[src/rtl/esh_pkg.sv]
// Constants and types shared by the error status and history objects
package esh_pkg;

    // ------------------------------------------------------------------
    // Object dictionary indices and sub-indices
    // ------------------------------------------------------------------
    localparam logic [15:0] IDX_DEVTYPE = 16'h1000;
    localparam logic [15:0] IDX_ERRFLAG = 16'h1001;
    localparam logic [15:0] IDX_HIST = 16'h1003;
    localparam logic [7:0] SUB_COUNT = 8'h00;
    localparam logic [7:0] SUB_MAX = 8'h0f;

    // ------------------------------------------------------------------
    // Function block bitmap of the device type word
    // ------------------------------------------------------------------
    localparam logic [15:0] FB_DI = 16'h0001;
    localparam logic [15:0] FB_AI = 16'h0002;
    localparam logic [15:0] FB_DO = 16'h0004;
    localparam logic [15:0] FB_AO = 16'h0008;
    localparam logic [15:0] FB_CTRL = 16'h0010;
    localparam logic [15:0] FB_ALARM = 16'h0020;
    localparam logic [15:0] FB_LUT = 16'h2000;
    localparam logic [15:0] FB_LOGIC = 16'h4000;
    localparam logic [15:0] FB_MISC = 16'h8000;
    localparam logic [15:0] FB_LEGAL = FB_DI | FB_AI | FB_DO | FB_AO
        | FB_CTRL | FB_ALARM | FB_LUT | FB_LOGIC | FB_MISC;
    localparam int DEVTYPE_ADD_LSB = 16;

    // ------------------------------------------------------------------
    // Generic error flag
    // ------------------------------------------------------------------
    localparam int FLAG_BIT = 0;
    localparam logic [7:0] FLAG_RESET = 8'h00;

    // ------------------------------------------------------------------
    // History entry layout and codes
    // ------------------------------------------------------------------
    localparam int EMCY_LSB = 0;
    localparam int CHAN_LSB = 16;
    localparam int DESC_LSB = 24;
    localparam int HIST_DEPTH = 4;
    localparam logic [31:0] ENTRY_RESET = 32'h0000_0000;
    localparam logic [31:0] CODE_ERR_RESET = 32'h0000_0000;
    localparam logic [15:0] EMCY_AI_OVL = 16'hf001;
    localparam logic [15:0] EMCY_AO_OPEN = 16'hf002;
    localparam logic [15:0] EMCY_VOLT = 16'h3000;
    localparam logic [15:0] EMCY_COMM = 16'h8100;
    localparam logic [15:0] EMCY_GUARD = 16'h8130;
    localparam logic [7:0] DESC_HIGH = 8'h20;
    localparam logic [7:0] DESC_LOW = 8'h40;
    localparam logic [7:0] DESC_BREAK = 8'h10;
    localparam logic [7:0] DESC_NONE = 8'h00;
    localparam logic [7:0] DESC_LIFE = 8'h10;
    localparam logic [7:0] DESC_HBEAT = 8'h80;
    localparam logic [7:0] CHAN_NONE = 8'h00;

    // ------------------------------------------------------------------
    // Fault source numbering
    // ------------------------------------------------------------------
    localparam int N_AI = 7;
    localparam int N_AO = 5;
    localparam int SRC_AI_HI = 0;
    localparam int SRC_AI_LO = 7;
    localparam int SRC_AO = 14;
    localparam int SRC_OVER = 19;
    localparam int SRC_UNDER = 20;
    localparam int SRC_RPDO = 21;
    localparam int SRC_LIFE = 22;
    localparam int SRC_HBEAT = 23;
    localparam int N_SRC = 24;

    // Event kind, Gray coded along none -> raise -> clear
    typedef enum logic [1:0] {
        EV_NONE = 2'b00,
        EV_RAISE = 2'b01,
        EV_CLEAR = 2'b11
    } esh_evt_t;

endpackage

[src/rtl/esh_hist.sv]
// Newest-first error history list with insert, remove and flush
`timescale 1ns/1ps
module esh_hist
    import esh_pkg::*;
#(
    parameter int DEPTH = HIST_DEPTH,
    parameter int CW = $clog2(DEPTH + 1)
) (
    input wire logic clk,
    input wire logic rst,
    input wire logic ins,
    input wire logic [31:0] ins_code,
    input wire logic del,
    input wire logic [31:0] del_code,
    input wire logic flush,
    output logic [DEPTH*32-1:0] entries,
    output logic [CW-1:0] count,
    output logic del_hit
);

    // Elaboration stops on a depth the sub-index decode cannot reach
    if (DEPTH < 1 || DEPTH > 15) begin : g_bad_depth
        $error("esh_hist: DEPTH must be 1 to 15");
    end

    logic [31:0] ent_r [DEPTH];
    logic [31:0] ent_nxt [DEPTH];
    logic [CW-1:0] count_r;
    logic [CW-1:0] count_nxt;
    logic [DEPTH-1:0] match;
    logic [DEPTH-1:0] gone;
    logic full;

    // ------------------------------------------------------------------
    // Next list contents
    // ------------------------------------------------------------------
    assign full = (count_r == CW'(DEPTH));
    assign del_hit = del && (|match);

    genvar i;
    generate
        for (i = 0; i < DEPTH; i++) begin : g_ent
            logic [31:0] above;
            logic [31:0] below;
            // Only live entries may match a clearing fault
            assign match[i] = (CW'(i) < count_r) && (ent_r[i] == del_code);
            // First match and all older entries move up one place
            if (i == 0) begin : g_first
                assign gone[i] = match[i];
                assign above = ins_code;
            end else begin : g_rest
                assign gone[i] = match[i] | gone[i-1];
                assign above = ent_r[i-1];
            end
            if (i == DEPTH - 1) begin : g_last
                assign below = ENTRY_RESET;
            end else begin : g_mid
                assign below = ent_r[i+1];
            end
            // Flush beside an insert keeps the new fault
            assign ent_nxt[i] =
                (flush && ins) ? ((i == 0) ? ins_code : ENTRY_RESET) :
                flush ? ENTRY_RESET :
                ins ? above :
                (del && gone[i]) ? below : ent_r[i];
            assign entries[i*32 +: 32] = ent_r[i];
        end
    endgenerate

    // Insert past full drops the oldest; count saturates at DEPTH
    assign count_nxt =
        (flush && ins) ? CW'(1) :
        flush ? '0 :
        ins ? (full ? count_r : count_r + CW'(1)) :
        del_hit ? count_r - CW'(1) : count_r;
    assign count = count_r;

    // ------------------------------------------------------------------
    // Storage
    // ------------------------------------------------------------------
    always_ff @(posedge clk or posedge rst) begin
        if (rst) begin
            count_r <= '0;
            for (int k = 0; k < DEPTH; k++) begin
                ent_r[k] <= ENTRY_RESET;
            end
        end else begin
            count_r <= count_nxt;
            for (int k = 0; k < DEPTH; k++) begin
                ent_r[k] <= ent_nxt[k];
            end
        end
    end

endmodule // esh_hist

[src/rtl/esh_objects.sv]
// Device type, generic error flag and error history objects
`timescale 1ns/1ps
module esh_objects
    import esh_pkg::*;
#(
    // Arbitrary values; set per product
    parameter logic [15:0] ADD_INFO = FB_DI | FB_AI | FB_DO | FB_AO,
    parameter logic [15:0] PROFILE_NO = 16'h0001,
    parameter int DEPTH = HIST_DEPTH
) (
    input wire logic SYS_CLK,
    input wire logic RESET,
    input wire logic OD_RD,
    input wire logic OD_WR,
    input wire logic [15:0] OD_INDEX,
    input wire logic [7:0] OD_SUBINDEX,
    input wire logic [31:0] OD_WDATA,
    output logic [31:0] OD_RDATA,
    output logic OD_ACK,
    output logic OD_ABORT,
    input wire logic [N_AI-1:0] AI_HIGH,
    input wire logic [N_AI-1:0] AI_LOW,
    input wire logic [N_AO-1:0] OUT_OPEN,
    input wire logic SUPPLY_OVER,
    input wire logic SUPPLY_UNDER,
    input wire logic RPDO_LATE,
    input wire logic LIFEGUARD,
    input wire logic HBEAT_MISS,
    input wire logic [7:0] HBEAT_NODE,
    output logic GENERIC_ERROR,
    output logic EMCY_VALID,
    output logic [31:0] EMCY_CODE
);

    localparam int CW = $clog2(DEPTH + 1);

    // Reserved bitmap positions must stay clear
    if ((ADD_INFO & ~FB_LEGAL) != 16'h0000) begin : g_bad_info
        $error("esh_objects: ADD_INFO sets reserved bits");
    end
    if (DEPTH < 1 || DEPTH > 15) begin : g_bad_depth
        $error("esh_objects: DEPTH must be 1 to 15");
    end

    // ------------------------------------------------------------------
    // Fault code per source
    // ------------------------------------------------------------------
    function automatic logic [31:0] src_code(input int k,
                                             input logic [7:0] node);
        logic [7:0] desc;
        logic [7:0] chan;
        logic [15:0] emcy;
        desc = DESC_NONE;
        chan = CHAN_NONE;
        emcy = EMCY_COMM;
        if (k < SRC_AI_LO) begin
            desc = DESC_HIGH;
            chan = 8'(1 << (k - SRC_AI_HI));
            emcy = EMCY_AI_OVL;
        end else if (k < SRC_AO) begin
            desc = DESC_LOW;
            chan = 8'(1 << (k - SRC_AI_LO));
            emcy = EMCY_AI_OVL;
        end else if (k < SRC_OVER) begin
            desc = DESC_BREAK;
            chan = 8'(1 << (k - SRC_AO));
            emcy = EMCY_AO_OPEN;
        end else if (k == SRC_OVER) begin
            desc = DESC_HIGH;
            emcy = EMCY_VOLT;
        end else if (k == SRC_UNDER) begin
            desc = DESC_LOW;
            emcy = EMCY_VOLT;
        end else if (k == SRC_LIFE) begin
            desc = DESC_LIFE;
            emcy = EMCY_GUARD;
        end else if (k == SRC_HBEAT) begin
            desc = DESC_HBEAT;
            chan = node;
            emcy = EMCY_GUARD;
        end
        // Entry packing of description, channel and code
        src_code = (32'(desc) << DESC_LSB) | (32'(chan) << CHAN_LSB)
            | (32'(emcy) << EMCY_LSB);
    endfunction

    // Lowest pending source wins; the rest wait a cycle each
    function automatic logic [4:0] first_set(input logic [N_SRC-1:0] v);
        first_set = 5'h00;
        for (int k = N_SRC - 1; k >= 0; k--) begin
            if (v[k]) begin
                first_set = 5'(k);
            end
        end
    endfunction

    // ------------------------------------------------------------------
    // Fault tracking
    // ------------------------------------------------------------------
    logic [N_SRC-1:0] act;
    logic [N_SRC-1:0] logged_r;
    logic [N_SRC-1:0] logged_nxt;
    logic [N_SRC-1:0] pend;
    logic [4:0] sel;
    logic [7:0] hb_node_r;
    logic [7:0] hb_node_nxt;
    logic flag_r;
    logic any_act;
    esh_evt_t evt;
    logic [31:0] raise_code;
    logic [31:0] clear_code;

    // Monitors share this clock, so the fault levels need no synchroniser
    assign act = {HBEAT_MISS, LIFEGUARD, RPDO_LATE, SUPPLY_UNDER,
                  SUPPLY_OVER, OUT_OPEN, AI_LOW, AI_HIGH};
    assign any_act = |act;
    assign pend = act ^ logged_r;
    assign sel = first_set(pend);
    assign evt = (pend == '0) ? EV_NONE :
                 act[sel] ? EV_RAISE : EV_CLEAR;
    // A clear must name the node that raised it, not the current one
    assign raise_code = src_code(int'(sel), HBEAT_NODE);
    assign clear_code = src_code(int'(sel), hb_node_r);

    // Bookkeeping follows one source per cycle
    always_comb begin
        logged_nxt = logged_r;
        if (evt != EV_NONE) begin
            logged_nxt[sel] = act[sel];
        end
    end
    assign hb_node_nxt = (evt == EV_RAISE && sel == 5'(SRC_HBEAT)) ?
        HBEAT_NODE : hb_node_r;

    // Generic bit follows live faults, not the list, so a flush keeps it
    always_ff @(posedge SYS_CLK or posedge RESET) begin
        if (RESET) begin
            logged_r <= '0;
            hb_node_r <= CHAN_NONE;
            flag_r <= FLAG_RESET[FLAG_BIT];
        end else begin
            logged_r <= logged_nxt;
            hb_node_r <= hb_node_nxt;
            flag_r <= any_act;
        end
    end
    assign GENERIC_ERROR = flag_r;

    // ------------------------------------------------------------------
    // Emergency event output
    // ------------------------------------------------------------------
    logic emcy_valid_r;
    logic [31:0] emcy_code_r;
    always_ff @(posedge SYS_CLK or posedge RESET) begin
        if (RESET) begin
            emcy_valid_r <= 1'b0;
            emcy_code_r <= CODE_ERR_RESET;
        end else begin
            emcy_valid_r <= (evt != EV_NONE);
            emcy_code_r <= (evt == EV_RAISE) ? raise_code :
                           CODE_ERR_RESET;
        end
    end
    assign EMCY_VALID = emcy_valid_r;
    assign EMCY_CODE = emcy_code_r;

    // ------------------------------------------------------------------
    // Object dictionary decode
    // ------------------------------------------------------------------
    logic req;
    logic hit_dev;
    logic hit_flag;
    logic hit_cnt;
    logic hit_ent;
    logic rd_ok;
    logic wr_ok;
    logic flush;
    logic [3:0] ent_idx;

    // A write takes precedence when both strobes arrive together
    assign req = OD_RD | OD_WR;
    assign hit_dev = (OD_INDEX == IDX_DEVTYPE) && (OD_SUBINDEX == SUB_COUNT);
    assign hit_flag = (OD_INDEX == IDX_ERRFLAG) && (OD_SUBINDEX == SUB_COUNT);
    assign hit_cnt = (OD_INDEX == IDX_HIST) && (OD_SUBINDEX == SUB_COUNT);
    assign hit_ent = (OD_INDEX == IDX_HIST) && (OD_SUBINDEX != SUB_COUNT)
        && (OD_SUBINDEX <= 8'(DEPTH)) && (OD_SUBINDEX <= SUB_MAX);
    assign ent_idx = 4'(OD_SUBINDEX - 8'h01);
    assign rd_ok = OD_RD && !OD_WR
        && (hit_dev || hit_flag || hit_cnt || hit_ent);
    // Only the count accepts a write, and only the value zero
    assign wr_ok = OD_WR && hit_cnt && (OD_WDATA == 32'h0000_0000);
    assign flush = wr_ok;

    // ------------------------------------------------------------------
    // History list
    // ------------------------------------------------------------------
    logic [DEPTH*32-1:0] entries;
    logic [CW-1:0] count;
    logic del_hit;
    logic ins;
    logic del;

    assign ins = (evt == EV_RAISE);
    assign del = (evt == EV_CLEAR);

    esh_hist #(
        .DEPTH(DEPTH),
        .CW(CW)
    ) u_hist (
        .clk(SYS_CLK),
        .rst(RESET),
        .ins(ins),
        .ins_code(raise_code),
        .del(del),
        .del_code(clear_code),
        .flush(flush),
        .entries(entries),
        .count(count),
        .del_hit(del_hit)
    );

    // ------------------------------------------------------------------
    // Read data and answer
    // ------------------------------------------------------------------
    logic [31:0] rd_word;
    logic [31:0] rdata_r;
    logic ack_r;
    logic abort_r;

    // Flag object has a single live bit; everything above reads zero
    assign rd_word =
        hit_dev ? {ADD_INFO, PROFILE_NO} :
        hit_flag ? 32'(flag_r) << FLAG_BIT :
        hit_cnt ? 32'(count) :
        hit_ent ? entries[ent_idx*32 +: 32] : 32'h0000_0000;

    always_ff @(posedge SYS_CLK or posedge RESET) begin
        if (RESET) begin
            rdata_r <= 32'h0000_0000;
            ack_r <= 1'b0;
            abort_r <= 1'b0;
        end else begin
            rdata_r <= rd_ok ? rd_word : 32'h0000_0000;
            ack_r <= rd_ok | wr_ok;
            abort_r <= req && !(rd_ok | wr_ok);
        end
    end
    assign OD_RDATA = rdata_r;
    assign OD_ACK = ack_r;
    assign OD_ABORT = abort_r;

    // ------------------------------------------------------------------
    // Checks
    // ------------------------------------------------------------------
    a_devtype_read: assert property (
        @(posedge SYS_CLK) disable iff (RESET)
        (OD_RD && !OD_WR && hit_dev) |=> OD_ACK
            && OD_RDATA == {ADD_INFO, PROFILE_NO})
        else $error("device type read wrong");

    a_devtype_bitmap: assert property (
        @(posedge SYS_CLK) disable iff (RESET)
        OD_ACK && $past(hit_dev) |->
            (OD_RDATA[31:DEVTYPE_ADD_LSB] & ~FB_LEGAL) == 16'h0000)
        else $error("reserved function block bit set");

    a_flag_sets: assert property (
        @(posedge SYS_CLK) disable iff (RESET)
        any_act |=> GENERIC_ERROR)
        else $error("generic bit missed an error");

    a_flag_clears: assert property (
        @(posedge SYS_CLK) disable iff (RESET)
        !any_act [*2] |-> !GENERIC_ERROR)
        else $error("generic bit stuck without errors");

    a_flag_upper_zero: assert property (
        @(posedge SYS_CLK) disable iff (RESET)
        OD_ACK && $past(hit_flag) |-> OD_RDATA[31:1] == 31'h0)
        else $error("flag object upper bits not zero");

    a_insert_head: assert property (
        @(posedge SYS_CLK) disable iff (RESET)
        ins |=> entries[31:0] == $past(raise_code))
        else $error("new error not at head");

    a_clear_removes: assert property (
        @(posedge SYS_CLK) disable iff (RESET)
        (del_hit && !flush) |=> count == $past(count) - CW'(1))
        else $error("cleared error not removed");

    a_flush_empty: assert property (
        @(posedge SYS_CLK) disable iff (RESET)
        (flush && !ins) |=> count == '0 && entries[31:0] == ENTRY_RESET)
        else $error("flush left entries");

    a_flush_keeps_flag: assert property (
        @(posedge SYS_CLK) disable iff (RESET)
        (flush && any_act) ##1 any_act |-> GENERIC_ERROR && count <= CW'(1))
        else $error("flush dropped the generic bit");

    a_count_cap: assert property (
        @(posedge SYS_CLK) disable iff (RESET)
        (ins && count == CW'(DEPTH) && !flush) |=> count == CW'(DEPTH)
            && entries[32 +: 32] == $past(entries[31:0]))
        else $error("full list handled wrong");

    a_lifeguard_code: assert property (
        @(posedge SYS_CLK) disable iff (RESET)
        (ins && sel == 5'(SRC_LIFE)) |=> entries[31:0] == 32'h1000_8130)
        else $error("lifeguard entry wrong");

    a_timeout_code: assert property (
        @(posedge SYS_CLK) disable iff (RESET)
        (ins && sel == 5'(SRC_RPDO)) |=> entries[31:0] == 32'h0000_8100)
        else $error("receive timeout entry wrong");

    a_emcy_reset: assert property (
        @(posedge SYS_CLK) disable iff (RESET)
        del |=> EMCY_VALID && EMCY_CODE == CODE_ERR_RESET)
        else $error("clear not announced with zero code");

    a_gap_close: assert property (
        @(posedge SYS_CLK) disable iff (RESET)
        (del && u_hist.match[2:0] == 3'b100 && !flush)
            |=> entries[95:64] == $past(entries[127:96])
            && entries[63:0] == $past(entries[63:0]))
        else $error("gap not closed");

endmodule // esh_objects

[config.mk]
export PLATFORM = sky130hd
export DESIGN_NAME = esh_objects
export DESIGN_NICKNAME = d
export VERILOG_FILES = /design/src/rtl/esh_pkg.sv /design/src/rtl/esh_hist.sv /design/src/rtl/esh_objects.sv
export SDC_FILE = /design/constraint.sdc
export NUM_CORES = 1
export LEC_CHECK = 0
export ABC_CLOCK_PERIOD_IN_PS = 8530
export BUFFER_PORTS_ARGS = -buffer_cell sky130_fd_sc_hd__buf_2
export CAP_MARGIN = 20
export CORE_ASPECT_RATIO = 1.2
export CORE_MARGIN = 5
export CORE_UTILIZATION = 45
export DETAILED_ROUTE_END_ITERATION = 10
export GPL_TIMING_DRIVEN = 0
export SLEW_MARGIN = 10
export SYNTH_ARGS = -nofsm -noshare
export SYNTH_HDL_FRONTEND = slang
export SYNTH_SLANG_ARGS = --single-unit
[constraint.sdc]
create_clock -name SYS_CLK -period 8.53 [get_ports SYS_CLK]
set_clock_uncertainty 0.1 [all_clocks]
set_input_delay 0.4265 -clock SYS_CLK [delete_from_list [all_inputs] [get_ports SYS_CLK]]
set_output_delay 0.4265 -clock SYS_CLK [all_outputs]
set_load 0.01 [all_outputs]
==> metrics.csv <==
stage,metric,value,unit
yosys,top cell type's share of synthesized area,39.6,%
clock_network,TritonCTS Buffers,26,
final_layout,layout cells sized above 1,21.0,%
timing,final hold viol count,0,
global_route,vias in the first global route,12900,
setup_path,"Data required, critical path",8860,ps
setup_path,Worst setup SP type,flip-flop,
yosys,Syn Std Cell Area,0.0138,sq mm
final_layout,number of fill cells,2883,
pwr,Lkg Pwr,7.06,nW
floorplanning,core area,0.0303,sq mm
pwr,Peak VDD IR,0.000241,V
routing,WL/cell,25.2,microns
yosys,top-count cell post-synth,dfrtp_1,
timing,Final Critical Period,7930,ps
setup_path,crit path capture type,flip-flop,
timing,unrepaired setup endpoints after global routing,no,
final_layout,Register Area,0.00546,sq mm
clock_network,H-tree Lvls,1,
place,routability cong.,0.953,
routing,Vias,12600,
timing,setup ws final,605,ps
timing,# setup viols final,0,
floorplanning,row count,70,
yosys,Synth cell types,93,
floorplanning,Die X,170,microns
global_route,largest net degree at the start of global routing,98,
yosys,most area-consuming cells after synthesis,"dfrtp_1 (40%), nand2_1 (5.8%), mux4_2 (5.2%), mux2_1 (5.0%), a21oi_1 (4.1%)",
pwr,Power Density,387,mW/mm^2
final_layout,Layout area overhead,16.5,%
yosys,Synth top cells by count,"dfrtp_1 (218), nand2_1 (212), a21oi_1 (112)",
final_layout,Final Instance Area,0.0160,sq mm
clock_network,"Clk pin slew, worst setup/hold paths",60,ps
final_layout,multi-input logic area,0.00781,sq mm
routing,DRT Pass-1 Iters,5,
floorplanning,Initial Utilization,45.4,%
timing,Max transition margin,24.3,%
timing,setup_tns,0,ps
floorplanning,die height,202,microns
floorplanning,# IOs,160,
clock_network,clock insertion delay at the later pin of the skew report,550,ps
timing,fmax,0.126,GHz
clock_network,clock sink total,218,
routing,final routed DRC violation total,0,
setup_path,CP Class,reg -> reg,
place,IO Port Bufs,147,
place,Placement Cell Area,0.0151,sq mm
floorplanning,die area,0.0342,sq mm
final_layout,layout net count,1720,
run_status,status,"complete, no violations",
global_route,GR Overflow Total,0,
yosys,syn avg cell area,9.65,sq um
yosys,largest area contributor in the netlist,dfrtp_1,
place,DP HPWL,39000,microns
flow_run,max_cap viols,0,
timing,fin. max-slew vios,0,
timing,fin crit share,92.9,%
clock_network,Root Buffer Master,clkbuf_16,
yosys,Post-synth EDFFs,0,
setup_path,worst endpoint data arrival time,8250,ps
global_route,initial antenna violation count,0,
yosys,Post-synth top flop,dfrtp_1,
clock_network,Bufs on Longest Clock Path,3,
routing,Starting DRT DRC Count,1200,
yosys,YS warnings,0,
global_route,first-pass GRT wire length,78600,microns
routing,vias per cell,6.22,
setup_path,crit-path max FO,13,
clock_network,hold buffers post-CTS,1,
yosys,"Seq/Total Area, Yosys",39.6,%
final_layout,# diodes,0,
yosys,Mapped Cells,1426,
yosys,post-synthesis async set-or-reset flop share,100,%
clock_network,Post-CTS Setup Inserts,0,
place,pre-CTS setup slack,290,ps
routing,DRT antenna net count,0,
clock_network,Post-CTS Resized,0,
clock_network,clock tree from TritonCTS,yes,
global_route,overall routing resource usage,29.7,%
worst_hold_path,Tightest Hold Check Type,in -> reg,
routing,DRT Wirelength,51300,microns
yosys,"flops & latches, synth",218,
timing,worst-margin pin slew,1110,ps
[kinds of logic after synthesis]
| logic type | synth area share [%] |
|---|---|
| fa+ha+maj | 1.09 |
| mux | 13.4 |
| compound gates | 16.5 |
| flops | 39.6 |
| xor+xnor | 5.44 |
| simple gates | 20.1 |
| buf+inv | 3.89 |
| other cells | 0.0272 |
[power by group]
group | internal, W | switching, W | leakage (nW)
registers | 0.00127 | 0.000313 | 2.91
clock network | 0.000717 | 0.000468 | 0.446
logic | 0.00117 | 0.00226 | 3.70
total | 0.00315 | 0.00305 | 7.06
[layout make-up]
type                       count  share of cell area (%)
tap                          396                    3.09
buffer                        96                    2.90
clock buffer                  35                    4.52
clock inverter                13                    1.14
inverter                      19                   0.492
multi-input combinational   1103                    48.7
timing repair buffer         152                    5.10
sequential                   218                    34.0
[worst paths after layout]
| kind | startpoint | to | slack (ps) | depth (start not counted) |
|---|---|---|---|---|
| worst max-delay path | logged_r[20]$_DFFE_PP0P_ | u_hist.g_ent[2].below[9]$_DFFE_PP0P_ | 600 | 22 |
| min in group asynchronous | RESET | OD_RDATA[14]$_DFF_PP0_ | 300 | 3 |
| worst max register to register | logged_r[20]$_DFFE_PP0P_ | u_hist.g_ent[2].below[9]$_DFFE_PP0P_ | 600 | 22 |
| worst min-delay path | OD_RD | OD_ABORT$_DFF_PP0_ | 20 | 3 |
| max in group asynchronous | RESET | u_hist.g_ent[1].above[17]$_DFFE_PP0P_ | 6800 | 5 |
| worst min register to register | hb_node_r[1]$_DFFE_PP0P_ | hb_node_r[1]$_DFFE_PP0P_ | 400 | 1 |
[sequential cells by signal, summed over array words and instances (netlist names)]
| register | count |
|---|---|
| GENERIC_ERROR | 1 |
| OD_ACK | 1 |
| EMCY_VALID | 1 |
| OD_ABORT | 1 |
| u_hist.g_ent.below | 96 |
| u_hist.count | 3 |
| u_hist.g_ent.above | 32 |
| EMCY_CODE | 19 |
| OD_RDATA | 32 |
| hb_node_r | 8 |
| logged_r | 24 |
[placed cells by master (no fill, tap or decap), types with 26 or more instances in the layout]
master,count
clkbuf_16,26
a21oi_1,112
mux2_1,61
nor2_1,103
clkbuf_1,58
mux2_2,35
nand2_1,212
nor2b_1,28
nand3_1,29
a22o_1,33
xnor2_1,48
mux4_2,32
buf_2,164
xor2_1,32
nor4_1,42
dfrtp_1,218
[worst max-delay path: stages, from the launching register on]
cell and delay, ps:
dfrtp_1 380, xnor2_1 330, o211ai_1 210, a211oi_1 640, o21a_1 210, buf_2 240
clkbuf_1 680, ha_1 270, clkbuf_1 510, nand2_1 250, o32a_1 440, buf_2 230
a41oi_4 370, xnor2_1 110, a2111oi_0 880, and3b_1 280, nand4_1 130, nor4_1 460
clkbuf_2 260, nor4_1 100, buf_2 230, buf_2 250, a22o_1 220
[layer usage]
metal	track usage, %	part of all wire [%]	up-vias	wire [microns]
li1	-	-	5613	-
met4	17.3	6.8	0	3480
met1	35.8	38	6275	19400
met3	4.32	6.3	163	3230
met2	50.1	49	587	25200
met5	0	0	-	0
[per-stage QoR]
stage | util, % | hold WS (ps) | total power (W) | std cells
6_report | 52.9 | 17.5 | 0.00620 | 2032
5_1_grt | 52.9 | 23.9 | 0.00652 | 2032
4_1_cts | 52.9 | 8.34 | 0.00616 | 2031
3_5_place_dp | 49.9 | 312 | 0.00497 | 1982
3_3_place_gp | 49.6 | 384 | 0.00491 | 1979
2_1_floorplan | - | 372 | 0.00376 | 1436
(Power assumes the default switching activity.)
